$ cat src/include/tx_queue_pkg.sv
/*
 * Shared constants and carrier types for the transmit event FIFO
 * status logic and the transmit queue control register.
 * Assumes a single 25 MHz clock domain and a word-wide register port.
 */
package tx_queue_pkg;

   // ----------------------------------------------------------------
   // register offsets
   // ----------------------------------------------------------------
   localparam logic [7:0] STATUS_OFFSET     = 8'h00;
   localparam logic [7:0] USER_ADDR_OFFSET  = 8'h04;
   localparam logic [7:0] QUEUE_CTRL_OFFSET = 8'h08;

   // ----------------------------------------------------------------
   // field positions
   // ----------------------------------------------------------------
   localparam int OVERFLOW_BIT    = 3;
   localparam int FULL_BIT        = 2;
   localparam int HALF_BIT        = 1;
   localparam int NONEMPTY_BIT    = 0;
   localparam int STATUS_USED     = 4;
   localparam int PAYLOAD_LSB     = 29;
   localparam int DEPTH_LSB       = 24;
   localparam int ATTEMPTS_LSB    = 21;
   localparam int PRIORITY_LSB    = 16;
   localparam int RESET_BIT       = 10;
   localparam int REQUEST_BIT     = 9;
   localparam int INCREMENT_BIT   = 8;
   localparam int DIRECTION_BIT   = 7;
   localparam int ATT_IE_BIT      = 4;
   localparam int EMPTY_IE_BIT    = 2;
   localparam int NOTFULL_IE_BIT  = 0;

   // ----------------------------------------------------------------
   // widths, reset values, address layout
   // ----------------------------------------------------------------
   localparam int PTR_W = 5;
   localparam int CNT_W = 6;
   localparam logic [1:0]  ATTEMPTS_RESET = 2'h3;
   localparam logic        QRESET_RESET   = 1'b1;
   // base and object stride of the event area in message RAM
   localparam logic [31:0] EVENT_RAM_BASE  = 32'h0000_0400;
   localparam logic [31:0] EVENT_OBJ_BYTES = 32'h0000_000C;

   typedef struct packed {
      logic [7:0]  addr;
      logic [31:0] wdata;
      logic        wr;
      logic        rd;
   } reg_req_t;

   typedef struct packed {
      logic [2:0] payload;
      logic [4:0] depth;
      logic [1:0] attempts;
      logic [4:0] rank;
   } queue_cfg_t;

endpackage : tx_queue_pkg

$ cat src/rtl/event_fifo_tracker.sv
/*
 * Occupancy, tail index and overflow tracking of the transmit event
 * FIFO. Assumes push and pop come from logic on the same clock.
 */
module event_fifo_tracker (
   input  wire logic                      ref_clk_in,
   input  wire logic                      reset_n_in,
   input  wire logic                      push_in,
   input  wire logic                      pop_in,
   input  wire logic [4:0]                depth_field_in,
   input  wire logic                      clear_overflow_in,
   output logic [tx_queue_pkg::CNT_W-1:0] count_out,
   output logic [tx_queue_pkg::PTR_W-1:0] tail_out,
   output logic                           overflow_out
);

   typedef struct packed {
      logic [tx_queue_pkg::CNT_W-1:0] count;
      logic [tx_queue_pkg::PTR_W-1:0] tail;
      logic                           overflow;
   } track_t;

   track_t track_reg;
   track_t track_next;

   always_comb begin
      logic [tx_queue_pkg::CNT_W-1:0] cap;
      logic                           do_pop;
      logic                           do_push;
      cap        = {1'b0, depth_field_in} + 6'h01;
      do_pop     = pop_in && (track_reg.count != 6'h00);
      do_push    = push_in && ((track_reg.count < cap) || do_pop);
      track_next = track_reg;
      if (do_pop) begin
         if (track_reg.tail == depth_field_in) begin
            track_next.tail = 5'h00;
         end else begin
            track_next.tail = track_reg.tail + 5'h01;
         end
      end
      track_next.count = track_reg.count + {5'h00, do_push}
                       - {5'h00, do_pop};
      // a new overflow in the clearing cycle stays visible
      if (clear_overflow_in) begin
         track_next.overflow = 1'b0;
      end
      if (push_in && !do_push) begin
         track_next.overflow = 1'b1;
      end
   end

   always_ff @(posedge ref_clk_in or negedge reset_n_in) begin
      if (!reset_n_in) begin
         track_reg <= '0;
      end else begin
         track_reg <= track_next;
      end
   end

   assign count_out    = track_reg.count;
   assign tail_out     = track_reg.tail;
   assign overflow_out = track_reg.overflow;

endmodule : event_fifo_tracker

$ cat src/rtl/tx_event_fifo_and_tx_queue_ctrl.sv
/*
 * Event FIFO status/address registers and transmit queue control.
 * Assumes a register port with one-cycle strobes and a protocol engine
 * on the same clock that reports sent, aborted and exhausted messages.
 */
// Decided for this implementation: the register offsets and the address-and-strobe port.
// Summary of operation
// - overflow flag sets on a push without pop into a full event FIFO, held until the host writes zero
// - full flag is one exactly when occupancy equals the depth field plus one
// - half flag is one when twice the occupancy is at least the depth field plus one
// - not-empty flag is one while any event object is stored
// - full, half and not-empty flags are live and ignore writes
// - user address read returns RAM address of the FIFO tail
// - payload and depth fields change only in configuration mode
// - queue reset bit resets the queue, then clears; zero ignored
// - reset bit held set in configuration mode, clears in normal
// - send request starts sending, clears when queue drains
// - writing zero while request set asks for abort
// - send request updates on completion, abort or queue reset
// - head increment advances queue head by exactly one slot unless the queue is full or in queue reset
// - direction bit always reads one
// - attempts-exhausted interrupt passes only when enabled
// - queue-empty interrupt passes only when enabled
// - queue-not-full interrupt passes only when enabled
// - unimplemented bits read as zero
module tx_event_fifo_and_tx_queue_ctrl (
   input  wire logic                      ref_clk_in,
   input  wire logic                      reset_n_in,
   input  wire tx_queue_pkg::reg_req_t    reg_req_in,
   input  wire logic                      config_mode_in,
   input  wire logic                      event_push_in,
   input  wire logic                      event_pop_in,
   input  wire logic [4:0]                event_depth_in,
   input  wire logic                      msg_sent_in,
   input  wire logic                      msg_aborted_in,
   input  wire logic                      attempts_exhausted_in,
   output logic [31:0]                    rd_data_out,
   output tx_queue_pkg::queue_cfg_t       queue_cfg_out,
   output logic                           tx_request_out,
   output logic                           abort_request_out,
   output logic [tx_queue_pkg::CNT_W-1:0] queue_count_out,
   output logic [tx_queue_pkg::PTR_W-1:0] queue_head_out,
   output logic                           attempts_irq_out,
   output logic                           empty_irq_out,
   output logic                           notfull_irq_out
);

   // ----------------------------------------------------------------
   // state
   // ----------------------------------------------------------------
   typedef struct packed {
      logic [31:0]                    rd_data;
      tx_queue_pkg::queue_cfg_t       cfg;
      logic                           qreset;
      logic                           send_req;
      logic                           abort_req;
      logic                           ie_att;
      logic                           ie_empty;
      logic                           ie_notfull;
      logic                           att_pending;
      logic [tx_queue_pkg::PTR_W-1:0] head;
      logic [tx_queue_pkg::PTR_W-1:0] tail;
      logic [tx_queue_pkg::CNT_W-1:0] count;
      logic                           irq_att;
      logic                           irq_empty;
      logic                           irq_notfull;
   } ctrl_t;

   ctrl_t ctrl_reg;
   ctrl_t ctrl_next;

   logic [tx_queue_pkg::CNT_W-1:0] ev_count;
   logic [tx_queue_pkg::PTR_W-1:0] ev_tail;
   logic                           ev_overflow;
   logic [tx_queue_pkg::CNT_W-1:0] ev_cap;
   logic                           ev_full;
   logic                           ev_half;
   logic                           ev_nonempty;
   logic [31:0]                    ev_addr;
   logic [tx_queue_pkg::CNT_W-1:0] q_cap;
   logic                           wr_status;
   logic                           wr_ctrl;
   logic                           clear_ovf;

   // ----------------------------------------------------------------
   // event FIFO status
   // ----------------------------------------------------------------
   assign wr_status = reg_req_in.wr
                   && (reg_req_in.addr == tx_queue_pkg::STATUS_OFFSET);
   assign wr_ctrl   = reg_req_in.wr
                   && (reg_req_in.addr == tx_queue_pkg::QUEUE_CTRL_OFFSET);
   // only the overflow bit is host clearable; the others are live
   assign clear_ovf = wr_status
                   && !reg_req_in.wdata[tx_queue_pkg::OVERFLOW_BIT];

   event_fifo_tracker event_fifo_tracker_i (
      .ref_clk_in        (ref_clk_in),
      .reset_n_in        (reset_n_in),
      .push_in           (event_push_in),
      .pop_in            (event_pop_in),
      .depth_field_in    (event_depth_in),
      .clear_overflow_in (clear_ovf),
      .count_out         (ev_count),
      .tail_out          (ev_tail),
      .overflow_out      (ev_overflow)
   );

   assign ev_cap      = {1'b0, event_depth_in} + 6'h01;
   assign ev_full     = (ev_count == ev_cap);
   assign ev_half     = ({ev_count, 1'b0} >= {1'b0, ev_cap});
   assign ev_nonempty = (ev_count != 6'h00);
   // tail index scaled to a byte address in message RAM
   assign ev_addr     = tx_queue_pkg::EVENT_RAM_BASE
                      + 32'(ev_tail) * tx_queue_pkg::EVENT_OBJ_BYTES;

   // queue capacity is the depth field plus one
   assign q_cap = {1'b0, ctrl_reg.cfg.depth} + 6'h01;

   // ----------------------------------------------------------------
   // next state
   // ----------------------------------------------------------------
   always_comb begin
      logic [31:0] status_word;
      logic [31:0] ctrl_word;
      logic        sent_ok;
      logic        inc_ok;
      logic [tx_queue_pkg::CNT_W-1:0] cap_next;
      sent_ok     = 1'b0;
      inc_ok      = 1'b0;
      cap_next    = '0;
      status_word = '0;
      ctrl_word   = '0;
      status_word[tx_queue_pkg::OVERFLOW_BIT] = ev_overflow;
      status_word[tx_queue_pkg::FULL_BIT]     = ev_full;
      status_word[tx_queue_pkg::HALF_BIT]     = ev_half;
      status_word[tx_queue_pkg::NONEMPTY_BIT] = ev_nonempty;
      ctrl_word[tx_queue_pkg::PAYLOAD_LSB +: 3]  = ctrl_reg.cfg.payload;
      ctrl_word[tx_queue_pkg::DEPTH_LSB +: 5]    = ctrl_reg.cfg.depth;
      ctrl_word[tx_queue_pkg::ATTEMPTS_LSB +: 2] = ctrl_reg.cfg.attempts;
      ctrl_word[tx_queue_pkg::PRIORITY_LSB +: 5] = ctrl_reg.cfg.rank;
      ctrl_word[tx_queue_pkg::RESET_BIT]      = ctrl_reg.qreset;
      ctrl_word[tx_queue_pkg::REQUEST_BIT]    = ctrl_reg.send_req;
      ctrl_word[tx_queue_pkg::DIRECTION_BIT]  = 1'b1;
      ctrl_word[tx_queue_pkg::ATT_IE_BIT]     = ctrl_reg.ie_att;
      ctrl_word[tx_queue_pkg::EMPTY_IE_BIT]   = ctrl_reg.ie_empty;
      ctrl_word[tx_queue_pkg::NOTFULL_IE_BIT] = ctrl_reg.ie_notfull;

      ctrl_next           = ctrl_reg;
      ctrl_next.abort_req = 1'b0;
      sent_ok = msg_sent_in && (ctrl_reg.count != 6'h00);
      inc_ok  = wr_ctrl && reg_req_in.wdata[tx_queue_pkg::INCREMENT_BIT]
             && (ctrl_reg.count < q_cap);

      // engine reports: hardware clears come before host sets
      if (sent_ok) begin
         if (ctrl_reg.tail == ctrl_reg.cfg.depth) begin
            ctrl_next.tail = 5'h00;
         end else begin
            ctrl_next.tail = ctrl_reg.tail + 5'h01;
         end
         if (ctrl_reg.count == 6'h01) begin
            ctrl_next.send_req = 1'b0;
         end
      end
      if (msg_aborted_in) begin
         ctrl_next.send_req = 1'b0;
      end
      if (inc_ok) begin
         if (ctrl_reg.head == ctrl_reg.cfg.depth) begin
            ctrl_next.head = 5'h00;
         end else begin
            ctrl_next.head = ctrl_reg.head + 5'h01;
         end
      end
      ctrl_next.count = ctrl_reg.count + {5'h00, inc_ok}
                      - {5'h00, sent_ok};

      // queue reset: held in configuration, one cycle in normal mode
      if (config_mode_in || ctrl_reg.qreset) begin
         ctrl_next.head        = '0;
         ctrl_next.tail        = '0;
         ctrl_next.count       = '0;
         ctrl_next.send_req    = 1'b0;
         ctrl_next.att_pending = 1'b0;
         ctrl_next.qreset      = config_mode_in;
      end

      // host writes; a set here wins over any clear above
      if (wr_ctrl) begin
         if (config_mode_in) begin
            ctrl_next.cfg.payload =
               reg_req_in.wdata[tx_queue_pkg::PAYLOAD_LSB +: 3];
            ctrl_next.cfg.depth   =
               reg_req_in.wdata[tx_queue_pkg::DEPTH_LSB +: 5];
         end
         ctrl_next.cfg.attempts =
            reg_req_in.wdata[tx_queue_pkg::ATTEMPTS_LSB +: 2];
         ctrl_next.cfg.rank =
            reg_req_in.wdata[tx_queue_pkg::PRIORITY_LSB +: 5];
         ctrl_next.ie_att     = reg_req_in.wdata[tx_queue_pkg::ATT_IE_BIT];
         ctrl_next.ie_empty   =
            reg_req_in.wdata[tx_queue_pkg::EMPTY_IE_BIT];
         ctrl_next.ie_notfull =
            reg_req_in.wdata[tx_queue_pkg::NOTFULL_IE_BIT];
         if (reg_req_in.wdata[tx_queue_pkg::RESET_BIT]) begin
            ctrl_next.qreset = 1'b1;
         end
         if (reg_req_in.wdata[tx_queue_pkg::REQUEST_BIT]) begin
            ctrl_next.send_req    = 1'b1;
            ctrl_next.att_pending = 1'b0;
         end else if (ctrl_reg.send_req) begin
            // bit stays set until the engine reports the abort
            ctrl_next.abort_req = 1'b1;
         end
      end

      // a new exhaustion outranks a same-cycle clear, so none is lost
      if (attempts_exhausted_in) begin
         ctrl_next.att_pending = 1'b1;
      end

      // read data stand for one cycle only
      ctrl_next.rd_data = '0;
      if (reg_req_in.rd) begin
         if (reg_req_in.addr == tx_queue_pkg::STATUS_OFFSET) begin
            ctrl_next.rd_data = status_word;
         end else if (reg_req_in.addr
                      == tx_queue_pkg::USER_ADDR_OFFSET) begin
            ctrl_next.rd_data = ev_addr;
         end else if (reg_req_in.addr
                      == tx_queue_pkg::QUEUE_CTRL_OFFSET) begin
            ctrl_next.rd_data = ctrl_word;
         end
      end

      // masked interrupt levels follow the next state
      cap_next = {1'b0, ctrl_next.cfg.depth} + 6'h01;
      ctrl_next.irq_att     = ctrl_next.ie_att
                           && ctrl_next.att_pending;
      ctrl_next.irq_empty   = ctrl_next.ie_empty
                           && (ctrl_next.count == 6'h00);
      ctrl_next.irq_notfull = ctrl_next.ie_notfull
                           && (ctrl_next.count < cap_next);
   end

   // ----------------------------------------------------------------
   // state register
   // ----------------------------------------------------------------
   always_ff @(posedge ref_clk_in or negedge reset_n_in) begin
      if (!reset_n_in) begin
         ctrl_reg              <= '0;
         ctrl_reg.cfg.attempts <= tx_queue_pkg::ATTEMPTS_RESET;
         ctrl_reg.qreset       <= tx_queue_pkg::QRESET_RESET;
      end else begin
         ctrl_reg <= ctrl_next;
      end
   end

   assign rd_data_out       = ctrl_reg.rd_data;
   assign queue_cfg_out     = ctrl_reg.cfg;
   assign tx_request_out    = ctrl_reg.send_req;
   assign abort_request_out = ctrl_reg.abort_req;
   assign queue_count_out   = ctrl_reg.count;
   assign queue_head_out    = ctrl_reg.head;
   assign attempts_irq_out  = ctrl_reg.irq_att;
   assign empty_irq_out     = ctrl_reg.irq_empty;
   assign notfull_irq_out   = ctrl_reg.irq_notfull;
endmodule : tx_event_fifo_and_tx_queue_ctrl

$ cat config.mk
export PLATFORM = sky130hd
export DESIGN_NAME = tx_event_fifo_and_tx_queue_ctrl
export DESIGN_NICKNAME = d
export VERILOG_FILES = /design/src/include/tx_queue_pkg.sv /design/src/rtl/event_fifo_tracker.sv /design/src/rtl/tx_event_fifo_and_tx_queue_ctrl.sv
export SDC_FILE = /design/constraint.sdc
export NUM_CORES = 1
export LEC_CHECK = 0
export BUFFER_PORTS_ARGS = -buffer_cell sky130_fd_sc_hd__buf_4
export CAP_MARGIN = 15
export CORE_MARGIN = 2
export CORE_UTILIZATION = 50
export CTS_BUF_LIST = sky130_fd_sc_hd__clkbuf_4 sky130_fd_sc_hd__clkbuf_8
export CTS_CLUSTER_SIZE = 20
export DETAILED_ROUTE_END_ITERATION = 10
export GPL_TIMING_DRIVEN = 0
export HOLD_SLACK_MARGIN = 0.15
export PLACE_DENSITY = 0.85
export SLEW_MARGIN = 30
export SYNTH_ARGS = -nofsm -noshare
export SYNTH_HDL_FRONTEND = slang
export SYNTH_SLANG_ARGS = --single-unit
$ cat constraint.sdc
create_clock -name ref_clk_in -period 10.7 [get_ports ref_clk_in]
set_input_delay 2.14 -clock ref_clk_in [delete_from_list [all_inputs] [get_ports ref_clk_in]]
set_output_delay 2.14 -clock ref_clk_in [all_outputs]
set_load 0.1 [all_outputs]
==> run_results.csv <==
group,metric,value,unit
setup_path,timing.critical_path.slowest_stage_cell,"sky130_fd_sc_hd__nor4_4",
global_routing,grt.overflow.total,0,
synth,post_synth.cell_area_avg,9.77,um2
sta,setup_total_negative_slack,0,ns
global_routing,first_global_vias,3899,
routing,initialDrtViolationCount,251,
routing,route.antenna.remaining_nets,0,
synth,ys_seq_area_share,39.0,%
finish,sequential_cell_area_in_the_final_layout,1860,um2
global_routing,grt_pass1_wl,17900,um
global_routing,grt_start_max_net_pins,75,
sta,rsz0062_at_grt,"false",
pwr,ir_drop,0.150,mV
setup_path,largest_stage_delay_on_the_critical_path,0.48,ns
routing,first_pass_iters,4,
status,status,"completed",
sta,max_freq,0.164,GHz
floorplan,floorplan.initialDensity,51.5,%
sta,final_hold_viol_count,0,
clocking,tritoncts_num_sinks,74,
setup_path,setup_crit_end_kind,"flop",
routing,vias_per_cell,5.23,
routing,via_count,3848,
routing,avgRoutedWirePerCell,14.9,um
sta,report.final.setup_viol,0,
finish,drive_gt1_share,32.9,%
setup_path,crit_fanout,10,
clocking,cts.path.max_buffers,2,
synth,gate_count_of_the_mapped_netlist,487,
synth,synth-edff-count,0,
floorplan,placeableCoreArea,9240,um2
synth,synth.top_cells.by_area,"sky130_fd_sc_hd__dfrtp_1 37%, sky130_fd_sc_hd__ha_1 12%, sky130_fd_sc_hd__buf_4 9.3%",
synth,synth_top_area_share,37.4,%
setup_path,worstPathCellList,"buf_4 -> nor4_4 -> nand3_2 -> clkbuf_1 -> or3_1 -> ha_1 -> inv_1 -> ha_1 -> inv_1 -> fa_1 -> inv_1 -> a21oi_1 -> o21ai_0 -> xnor2_1 -> nor2_1 -> ha_1 -> nand4_1 -> nor2_1 -> o31ai_2 -> and4b_1",
clocking,cts_max_level,3,
synth,syn-cell-area,4760,um2
clocking,cts_hold_buf,0,
min_path,worstHoldPathType,"reg -> reg",
finish,area.growth.synth_to_final,23.8,%
sta,worst_clock_skew,0.00986,ns
place,detailedPlacementHpwl,8360,um
pwr,power_density,200,nW/um2
finish,largest_register_ff_count,26,
synth,ys_seq_elements,74,
floorplan,die_area,10300,um2
floorplan,chipHeight,102,um
finish,final-instance-count-excl-fill,736,
sta,finalMaxSlewViolations,0,
routing,finalWirelength,11000,um
floorplan,rows,35,
sta,max_slew_margin,56.6,%
routing,detail_route.drc_violations,0,
floorplan,io_pins,118,
clocking,post_cts_buffers,0,
setup_path,critical_path.startpoint_type,"input pin",
place,port_buffers,99,
setup_path,path_class,"in -> reg",
global_routing,grt_antenna_before_repair,0,
clocking,ctsRootBufferMaster,"sky130_fd_sc_hd__clkbuf_8",
clocking,clk-insertion-delay-late,0.35,ns
place,placedCellCount,720,
setup_path,cp_data_required_time,10.94,ns
floorplan,die_w,102,um
pwr,p_leak,3.10,nW
synth,proportion_of_register_bits_with_asynchronous_set_or_reset_after_synthesis,100,%
setup_path,timing.critical_path.arrival,6.33,ns
synth,post_synth_num_cell_types,58,
clocking,numCtsBuffers,9,
sta,layout_min_cycle_time,6.09,ns
finish,diodes,0,
global_routing,gr-usage-all-layers,22.1,%
synth,syn_warnings,0,
finish,multiInputGateArea,2320,um2
clocking,post_cts.resized_instances,0,
sta,post-route-period-util,56.9,%
place,global_placer_s_final_weighted_congestion,0.862,
finish,post_route_utilization,63.7,%
clocking,cts_tree,"built",
clocking,path_clk_slew,0.08,ns
job,drv.max_cap_violation_count,0,
finish,n_fill_cell,718,
sta,worst_pin_slew,0.634,ns
synth,ys.flop_type,"sky130_fd_sc_hd__dfrtp_1",
finish,nNetsFinal,706,
synth,post-synth-top-area-cell,"sky130_fd_sc_hd__dfrtp_1",
[worst max-delay path, delay by kind of cell]
family	cells	cell delay (ns)
buffers and inverters	5	0.65
and+or+nand+nor	7	1.78
xor gates and xnor gates	1	0.15
adders and majority gates	4	1.22
AOI/OAI and AO/OA	3	0.38
[cell usage in the layout, fill, tap and decap left out, drive strengths merged, types with 5 or more instances in the layout]
master / synthesis / routed
ha: 46 / 46
nand3: 15 / 15
and2: 20 / 20
xor2: 16 / 16
nor3: 10 / 10
nor2b: 6 / 6
nand2: 48 / 48
conb: 1 / 6
a21oi: 25 / 25
o21ai: 18 / 18
inv: 32 / 33
nand4: 7 / 7
buf: 61 / 160
clkbuf: 6 / 16
mux2: 9 / 9
nor2: 19 / 19
xnor2: 12 / 12
dfrtp: 71 / 71
and3: 5 / 5
a21o: 5 / 5
[synthesized netlist by cell type (3+ instances only)]
master and n:
sky130_fd_sc_hd__xnor2_1 12, sky130_fd_sc_hd__nor2_1 19, sky130_fd_sc_hd__a21o_1 5, sky130_fd_sc_hd__mux2_2 8
sky130_fd_sc_hd__nor4_1 3, sky130_fd_sc_hd__mux2i_1 4, sky130_fd_sc_hd__o21bai_1 3, sky130_fd_sc_hd__nand2b_1 4
sky130_fd_sc_hd__clkbuf_1 6, sky130_fd_sc_hd__buf_4 59, sky130_fd_sc_hd__nor3_1 8, sky130_fd_sc_hd__and3_1 5
sky130_fd_sc_hd__fa_1 3, sky130_fd_sc_hd__nor3b_1 3, sky130_fd_sc_hd__a21oi_1 25, sky130_fd_sc_hd__nand2_1 48
sky130_fd_sc_hd__nand3_1 14, sky130_fd_sc_hd__o21ai_0 18, sky130_fd_sc_hd__dfrtp_1 71, sky130_fd_sc_hd__o22ai_1 3
sky130_fd_sc_hd__xor2_1 16, sky130_fd_sc_hd__ha_1 46, sky130_fd_sc_hd__nand4_1 6, sky130_fd_sc_hd__dfstp_2 3
sky130_fd_sc_hd__and2_1 20, sky130_fd_sc_hd__inv_1 32, sky130_fd_sc_hd__nor2b_1 5
[area by class of cell]
type | count | area share, %
well taps | 129 | 2.74
flip-flops and latches | 74 | 31.5
clock buffers | 10 | 2.34
repair buffers | 99 | 12.7
inverters | 32 | 2.04
clock inverters | 6 | 1.11
plain buffers | 67 | 8.08
multi-input cells | 319 | 39.5
[report_power, final]
part | leakage, nW | switching [W] | internal [W]
Combinational | 2.01 | 0.000356 | 0.000236
Sequential | 0.987 | 0.0000463 | 0.000315
Clock | 0.103 | 0.000111 | 0.000115
[metal layers]
metal / track usage, % / part of all wire [%] / up-vias
met4: 8.00 / 2.1 / 0
met2: 38.5 / 50 / 153
met3: 4.21 / 5.8 / 19
li1: - / - / 1830
met5: 0 / 0 / -
met1: 27.2 / 42 / 1846
[through the flow]
step	hold slack, ns	power [W]	setup slack [ns]	instance area [um2]
2_1_floorplan	0.444	0.000804	5.11	4770
5_1_grt	0.500	0.00127	4.27	5890
4_1_cts	0.473	0.00118	4.66	5880
6_report	0.471	0.00118	4.61	5890
3_5_place_dp	0.460	0.000948	4.28	5680
3_3_place_gp	0.453	0.000904	4.52	5680
[kinds of logic (layout without fill, tap and decap cells)]
kind of cell	Yosys count	after routing	synth area share, %
mux	13	13	3.05
xor+xnor	28	28	5.16
fa+ha+maj	49	49	13.4
compound gates	73	73	9.58
other cells	1	6	0.0789
flops	74	74	39.0
simple gates	150	150	17.2
buf+inv	99	214	12.5
[worst paths after layout]
| path | from | slack [ns] | cells after the start | endpoint |
|---|---|---|---|---|
| hold reg to reg | queue_cfg_out[6] | 0.47 | 2 | queue_cfg_out[6] |
| setup reg to reg | queue_cfg_out[9] | 6.03 | 22 | notfull_irq_out |
| hold / removal | queue_cfg_out[6] | 0.47 | 2 | queue_cfg_out[6] |
| setup / recovery | reg_req_in[35] | 4.61 | 20 | notfull_irq_out |
| min in group asynchronous | reset_n_in | 1.78 | 1 | event_fifo_tracker_i.count_out[0] |
| max in group asynchronous | reset_n_in | 8.44 | 1 | rd_data_out[16] |
Power figures use the tool's default switching activity.
